$ cat src/swtcm_consts.vh
// constants for the service-window timer and clock monitor
`ifndef SWTCM_CONSTS_VH
`define SWTCM_CONSTS_VH

`define SWT_ADDR_W 4
`define SWT_ADDR_SVC 4'h0
`define SWT_ADDR_OPT 4'h1
`define SWT_ADDR_STAT 4'h2

`define SWT_KEY 5'h0c
`define SWT_SEL_RESET 2'h3
`define SWT_CME_RESET 1'b1
`define SWT_OPT_RESET 8'h00
`define SWT_OPT_EN_BIT 2

`define SWT_SEL_HI 7
`define SWT_SEL_LO 6
`define SWT_KEY_HI 5
`define SWT_KEY_LO 1
`define SWT_CME_BIT 0

`define SWT_LOWER_CYCLES 18'h00800
`define SWT_UPPER_BASE_CYCLES 18'h02000
`define SWT_HOLD_CYCLES 6'h10

`define SWT_CLK_MHZ 20
`define SWT_CM_GAP_US 10000
// 10 ms at 20 MHz, sized to the gap counter
`define SWT_CM_GAP_CYCLES 22'h030d40

`endif

$ cat src/swtcm_top.v
// service-window timer with clock monitor and shared open-drain fault pin
//
// Local design decisions: the strobed register port and the address map.
`timescale 1ns/10ps
`include "swtcm_consts.vh"

module swtcm_top #(
    parameter [17:0] UPPER_BASE = `SWT_UPPER_BASE_CYCLES,
    parameter [17:0] LOWER = `SWT_LOWER_CYCLES,
    parameter [21:0] CM_GAP = `SWT_CM_GAP_CYCLES,
    parameter [5:0] HOLD = `SWT_HOLD_CYCLES
) (
    input wire clk_in,
    input wire reset_in,
    input wire inst_cycle_in,
    input wire halt_in,
    input wire idle_in,
    input wire [`SWT_ADDR_W-1:0] addr_in,
    input wire [7:0] wr_data_in,
    input wire wr_in,
    input wire rd_in,
    output reg [7:0] rd_data_out,
    input wire fault_pin_in,
    output reg fault_pin_o_out,
    output reg fault_pin_oe_out,
    output reg pin_func_out,
    output reg fault_active_out
);

    localparam [3:0] ST_IDLE = 4'h1;
    localparam [3:0] ST_DRIVE = 4'h2;
    localparam [3:0] ST_HOLD = 4'h4;
    localparam [3:0] ST_WAIT = 4'h8;

    reg [7:0] opt_r;
    reg [1:0] sel_r;
    reg cme_r;
    reg configured_r;
    reg [3:0] wd_state_r;
    reg [3:0] wd_state_nxt;
    reg [17:0] win_cnt_r;
    reg [5:0] hold_cnt_r;
    reg [5:0] hold_cnt_nxt;
    reg [21:0] gap_cnt_r;
    reg cm_drive_r;
    reg cm_drive_nxt;
    reg [5:0] cm_rec_r;
    reg [5:0] cm_rec_nxt;
    reg idle_d_r;
    reg fault_drive_r;
    reg [7:0] rd_nxt;

    wire wd_on;
    wire svc_wr;
    wire opt_wr;
    wire key_ok;
    wire sel_ok;
    wire suspend;
    wire idle_exit;
    wire pin_low;
    wire fault_busy;
    wire early;
    wire svc_taken;
    wire svc_ok;
    wire [17:0] limit;
    wire timeout;
    wire wd_err;
    wire restart;
    wire cm_slow;
    wire wd_drive_nxt;

    assign wd_on = ~opt_r[`SWT_OPT_EN_BIT];
    assign svc_wr = wr_in && (addr_in == `SWT_ADDR_SVC);
    assign opt_wr = wr_in && (addr_in == `SWT_ADDR_OPT);
    assign key_ok = wr_data_in[`SWT_KEY_HI:`SWT_KEY_LO] == `SWT_KEY;
    assign sel_ok = wr_data_in[`SWT_SEL_HI:`SWT_SEL_LO] == sel_r;
    assign suspend = halt_in | idle_in;
    assign idle_exit = idle_d_r & ~idle_in;
    assign pin_low = ~fault_pin_in;

    // the pin itself counts: a pin held low from power-up blocks services
    assign fault_busy = (wd_state_r != ST_IDLE) | fault_drive_r | pin_low;
    assign svc_taken = svc_wr & ~fault_busy;

    // an early service is only an error once the window is configured
    assign early = win_cnt_r < LOWER;
    assign svc_ok = configured_r ? (key_ok & sel_ok & ~early) : key_ok;

    // a narrower base shifts by the select: 8k, 16k, 32k or 64k cycles
    assign limit = UPPER_BASE << sel_r;
    // counting keeps running with the pin low, so a stuck pin times out
    assign timeout = (wd_state_r == ST_IDLE) & (win_cnt_r >= limit);
    assign wd_err = wd_on & (timeout | (svc_taken & ~svc_ok));
    assign restart = (svc_taken & svc_ok) | idle_exit;

    assign cm_slow = gap_cnt_r >= CM_GAP;
    assign wd_drive_nxt = (wd_state_nxt == ST_DRIVE) |
                          (wd_state_nxt == ST_HOLD);

    // timer fault sequence
    always @* begin
        wd_state_nxt = wd_state_r;
        hold_cnt_nxt = hold_cnt_r;
        case (wd_state_r)
            ST_IDLE: begin
                if (wd_err) begin
                    wd_state_nxt = ST_DRIVE;
                end
            end
            ST_DRIVE: begin
                hold_cnt_nxt = 6'h00;
                if (pin_low) begin
                    wd_state_nxt = ST_HOLD;
                end
            end
            ST_HOLD: begin
                if (inst_cycle_in) begin
                    if (hold_cnt_r == HOLD - 6'h01) begin
                        wd_state_nxt = ST_WAIT;
                    end else begin
                        hold_cnt_nxt = hold_cnt_r + 6'h01;
                    end
                end
            end
            ST_WAIT: begin
                if (fault_pin_in) begin
                    wd_state_nxt = ST_IDLE;
                end
            end
            default: begin
                wd_state_nxt = ST_IDLE;
            end
        endcase
        if (!wd_on) begin
            wd_state_nxt = ST_IDLE;
        end
    end

    // clock monitor release after the instruction clock comes back
    always @* begin
        cm_drive_nxt = cm_drive_r;
        cm_rec_nxt = cm_rec_r;
        if (cme_r && cm_slow) begin
            cm_drive_nxt = 1'b1;
            cm_rec_nxt = 6'h00;
        end else if (!cme_r) begin
            cm_drive_nxt = 1'b0;
            cm_rec_nxt = 6'h00;
        end else if (cm_drive_r && inst_cycle_in) begin
            if (cm_rec_r == HOLD - 6'h01) begin
                cm_drive_nxt = 1'b0;
                cm_rec_nxt = 6'h00;
            end else begin
                cm_rec_nxt = cm_rec_r + 6'h01;
            end
        end
    end

    // register read data, present only in the cycle after the strobe
    always @* begin
        rd_nxt = 8'h00;
        if (rd_in) begin
            case (addr_in)
                `SWT_ADDR_SVC: begin
                    rd_nxt = {sel_r, 5'h00, cme_r};
                end
                `SWT_ADDR_OPT: begin
                    rd_nxt = opt_r;
                end
                `SWT_ADDR_STAT: begin
                    rd_nxt = {3'h0, fault_pin_in, configured_r,
                              cm_drive_r, wd_state_r != ST_IDLE,
                              fault_drive_r};
                end
                default: begin
                    rd_nxt = 8'h00;
                end
            endcase
        end
    end

    // configuration and option state
    always @(posedge clk_in or posedge reset_in) begin
        if (reset_in) begin
            opt_r <= `SWT_OPT_RESET;
            sel_r <= `SWT_SEL_RESET;
            cme_r <= `SWT_CME_RESET;
            configured_r <= 1'b0;
            idle_d_r <= 1'b0;
        end else begin
            idle_d_r <= idle_in;
            if (opt_wr) begin
                opt_r <= wr_data_in;
            end
            // settings lock on the first accepted key, later writes compare
            if (svc_taken && key_ok && !configured_r) begin
                sel_r <= wr_data_in[`SWT_SEL_HI:`SWT_SEL_LO];
                cme_r <= wr_data_in[`SWT_CME_BIT];
                configured_r <= 1'b1;
            end
        end
    end

    // service window counter in instruction cycles
    always @(posedge clk_in or posedge reset_in) begin
        if (reset_in) begin
            win_cnt_r <= 18'h00000;
        end else if (!wd_on || wd_state_r != ST_IDLE) begin
            win_cnt_r <= 18'h00000;
        end else if (restart) begin
            win_cnt_r <= 18'h00000;
        end else if (inst_cycle_in && !suspend && win_cnt_r < limit) begin
            win_cnt_r <= win_cnt_r + 18'h00001;
        end
    end

    // clock monitor: clk_in cycles between instruction cycle pulses
    always @(posedge clk_in or posedge reset_in) begin
        if (reset_in) begin
            gap_cnt_r <= 22'h000000;
        end else if (inst_cycle_in) begin
            gap_cnt_r <= 22'h000000;
        end else if (gap_cnt_r < CM_GAP) begin
            gap_cnt_r <= gap_cnt_r + 22'h000001;
        end
    end

    // state registers
    always @(posedge clk_in or posedge reset_in) begin
        if (reset_in) begin
            wd_state_r <= ST_IDLE;
            hold_cnt_r <= 6'h00;
            cm_drive_r <= 1'b0;
            cm_rec_r <= 6'h00;
        end else begin
            wd_state_r <= wd_state_nxt;
            hold_cnt_r <= hold_cnt_nxt;
            cm_drive_r <= cm_drive_nxt;
            cm_rec_r <= cm_rec_nxt;
        end
    end

    // pin drivers; the pin is only ever pulled low, high comes from pull-up
    always @(posedge clk_in or posedge reset_in) begin
        if (reset_in) begin
            fault_drive_r <= 1'b0;
            fault_pin_o_out <= 1'b0;
            fault_pin_oe_out <= 1'b0;
            pin_func_out <= 1'b0;
            fault_active_out <= 1'b0;
            rd_data_out <= 8'h00;
        end else begin
            fault_drive_r <= wd_drive_nxt | cm_drive_nxt;
            fault_pin_o_out <= 1'b0;
            fault_pin_oe_out <= wd_on & (wd_drive_nxt | cm_drive_nxt);
            pin_func_out <= wd_on;
            fault_active_out <= wd_on &
                                ((wd_state_nxt != ST_IDLE) | cm_drive_nxt);
            rd_data_out <= rd_nxt;
        end
    end

endmodule

$ cat config.mk
export PLATFORM = sky130hd
export DESIGN_NAME = swtcm_top
export DESIGN_NICKNAME = d
export VERILOG_FILES = /design/src/swtcm_top.v
export VERILOG_INCLUDE_DIRS = /design/src
export SDC_FILE = /design/constraint.sdc
export NUM_CORES = 1
export LEC_CHECK = 0
export ABC_CLOCK_PERIOD_IN_PS = 4100
export BUFFER_PORTS_ARGS = -buffer_cell sky130_fd_sc_hd__buf_2
export CORE_MARGIN = 2
export CORE_UTILIZATION = 40
export DETAILED_ROUTE_END_ITERATION = 12
export MAX_ROUTING_LAYER = met4
export PLACE_DENSITY = 0.59
export SYNTH_ARGS = -nofsm -noshare
export SYNTH_HDL_FRONTEND = slang
export SYNTH_SLANG_ARGS = --single-unit
$ cat constraint.sdc
create_clock -name clk_in -period 4.1 [get_ports clk_in]
set_input_delay 1.025 -clock clk_in [delete_from_list [all_inputs] [get_ports clk_in]]
set_output_delay 1.025 -clock clk_in [all_outputs]
set_load 0.005 [all_outputs]
==> key figures <==
Timing
  – RSZ-0062 raised after global routing: no
  – Period utilization: 59.20%
  – Clk_skew: 10.61 ps
  – Final Hold Viols: 0
  – Setup TNS: 0 ps
  – Max-slew headroom: 48.04%
  – Worst-Margin Slew: 778.5 ps
  – Fmax: 412.0 MHz
  – Setup violators final: 0
  – Min Tclk post-route: 2427 ps
  – Slew Limit Fails: 0

Die
  – Initial core utilization: 40.94%
  – Die Width: 106.6 µm
  – Num ports: 32
  – Die ar.: 11360 µm²
  – Core box area: 10280 µm²
  – Die height: 106.6 µm
  – # rows: 37

Synthesis
  – Ys async rst share: 100.0%
  – Area fraction of the dominant cell type after synthesis: 46.39%
  – Post-synthesis register bit count: 82
  – Largest cells by area after synthesis: dfrtp_1, nor2_1, xor2_1, mux2_2, xnor2_1
  – Count leader, synth: dfrtp_1
  – Area leader, netlist: dfrtp_1
  – Ys flop type: dfrtp_1
  – Post-synth EDFFs: 0
  – Unique masters post-synth: 56
  – Yosys warning total: 0
  – Syn_area_per_cell: 10.07 µm²
  – Mapped Cells: 418
  – Cell Area, Synth: 4208 µm²
  – Commonest cells post-synth: dfrtp_1, nor2_1, nand2_1
  – Fraction of the yosys area taken by sequential cells: 48.88%
  – Syn nets: 448

Clock tree
  – Worst-path clk slew: 80 ps
  – Root Driver: clkbuf_8
  – CTS buffer count: 9
  – # H-tree levels: 3
  – CTS Buffer Depth: 2
  – CTS Hold Buffers Added: 0
  – Resized Gates After CTS: 0
  – Post-CTS Setup Inserts: 0
  – CTS sink cnt: 82
  – Clk Latency, worst-skew pair: 360 ps
  – CTS tree: yes

Placement
  – I/O Buffers: 30
  – Final GP Congestion: 0.7733
  – Dpl hpwl: 5757 µm

Worst setup path
  – Startpoint types: flop
  – Reg2reg setup slack: 1670 ps
  – CP Data Arrival Time: 2640 ps
  – Crit path launch: sel_r[0]
  – Critical R2R Launch: sel_r[0]
  – CP cell instances: nand2b_1, ha_1, nor4_1, a22o_1, o21ai_0, o21bai_1, nand3_1
  – Reg2reg path depth: 7
  – Worst path slowest cell: dfstp_2
  – R2r endpoint: fault_drive_r
  – End of the critical path: fault_drive_r
  – WP data required: 4320 ps
  – Setup crit end kind: flop
  – Critical path peak fanout: 19
  – Kind of critical path: flop to flop
  – Worst path max stage delay: 590 ps

Global route
  – Vias in the first global route: 3013
  – Total track usage: 16.31%
  – Pin count of the biggest net entering global routing: 47
  – First-pass GRT wire length: 14320 µm
  – Gr ovfl total: 0
  – Initial antenna violation count: 0

Finish
  – Nets: 476
  – N_diodes: 0
  – Layout cells sized above 1: 17.96%
  – P&R area growth vs syn: 11.42%

Drt
  – Final WL: 8179 µm
  – DRC violations left: 0
  – Via count: 3054
  – Initial DRC count: 140
  – Drt first pass iters: 5
  – DR WL/cell: 13.93 µm
  – Post-DR vias/cell: 5.203
  – Antenna-violating nets left: 0

Job
  – Maximum Capacitance Violations: 0

Outcome
  – Status: complete, no violations

Power and ir drop
  – PnR Total Power: 0.001611 W
  – Leak: 2.160 nW
  – Max IR drop VDD: 0.1550 mV
  – PwrDens: 343.7 nW/µm²

Min path
  – Hold WC Path Type: flop to flop
## worst max-delay path, delay by kind of cell, from the launching register on
family	cells	cell delay, ps
DFF	1	590
AOI/OAI and AO/OA	3	1040
adders and majority gates	1	190
and+or+nand+nor	3	460
## sequential cells by signal, indices dropped and copies added (netlist names)
register	count
wd_state_r	4
hold_cnt_r	6
fault_drive_r	1
cm_drive_r	1
sel_r	2
fault_pin_oe_out	1
cm_rec_r	6
opt_r	8
idle_d_r	1
cme_r	1
configured_r	1
fault_active_out	1
rd_data_out	8
pin_func_out	1
gap_cnt_r	22
win_cnt_r	18
## worst min-delay path by stage
stage | slack (ps) | depth (start not counted) | endpoint | startpoint
3_5_place_dp | 490 | 1 | opt_r[6] | opt_r[6]
4_1_cts | 510 | 1 | opt_r[6] | opt_r[6]
5_1_grt | 540 | 1 | opt_r[6] | opt_r[6]
3_3_place_gp | 470 | 2 | gap_cnt_r[17] | gap_cnt_r[17]
6_report | 510 | 1 | opt_r[6] | opt_r[6]
2_1_floorplan | 460 | 2 | gap_cnt_r[17] | gap_cnt_r[17]
## power by group
group	leakage [nW]	switching (W)	internal [W]
Clock	0.106	0.000289	0.000340
Sequential	1.11	0.0000224	0.000837
Combinational	0.945	0.0000723	0.0000504
Total	2.16	0.000384	0.00123
## placed cells by master, fill, tap and decap left out, types with 3 or more instances in the layout
cell type	n
dfrtp_1	78
nor2_1	57
nand2_1	32
buf_2	30
xor2_1	23
nand3_1	21
inv_1	16
xnor2_1	15
a21oi_1	14
nand4_1	13
mux2_2	12
nor3_1	10
ha_1	10
clkbuf_8	9
o21ai_0	8
and3_1	8
nor2b_1	8
a31oi_1	6
nand2b_1	5
nor4_1	4
and4_1	4
and2_1	4
a22oi_1	4
clkinv_2	4
a2111oi_2	4
dfstp_2	4
buf_4	4
nor4b_1	3
mux2i_1	3
## through the flow
stage | std cells | area, µm² | hold slack [ps] | utilization (%) | worst slack [ps]
final | 587 | 4688 | 511.0 | 45.62 | 1673
after global routing | 587 | 4688 | 542.9 | 45.62 | 1497
after CTS | 587 | 4688 | 514.1 | 45.62 | 1649
after detailed placement | 571 | 4478 | 494.0 | 43.57 | 1357
after global placement | 571 | 4478 | 474.7 | 43.57 | 1433
after floorplan | 418 | 4208 | 462.4 | - | 973.2
## area by class of cell
| cell class | instances | area (µm²) |
|---|---|---|
| fillers | 979 | 5589 |
| flip-flops and latches | 82 | 2057 |
| multi-input cells | 302 | 2006 |
| repair buffers | 34 | 180.2 |
| well taps | 136 | 170.2 |
| clock buffers | 10 | 127.6 |
| clock inverters | 6 | 82.58 |
| inverters | 17 | 65.06 |
## cells by family (layout without fill, tap and decap cells)
kind of cell,count (synthesis),in the layout,synth area share [%]
and+or+nand+nor,181,181,22.60
DFF,82,82,48.88
AOI/OAI and AO/OA,56,56,9.902
xor gates and xnor gates,38,38,7.910
buffers and inverters,34,67,3.449
muxes,16,16,4.193
adders and majority gates,10,10,2.974
other,1,1,0.08912
## metal layers
layer  global-route usage (%)  wire, µm  share of wire, %
met5                        -         0                 0
met4                    7.236       182               2.2
met3                    2.452       238               2.9
met2                    24.57      3665                45
met1                    21.90      4092                50
Power figures use the tool's default switching activity.
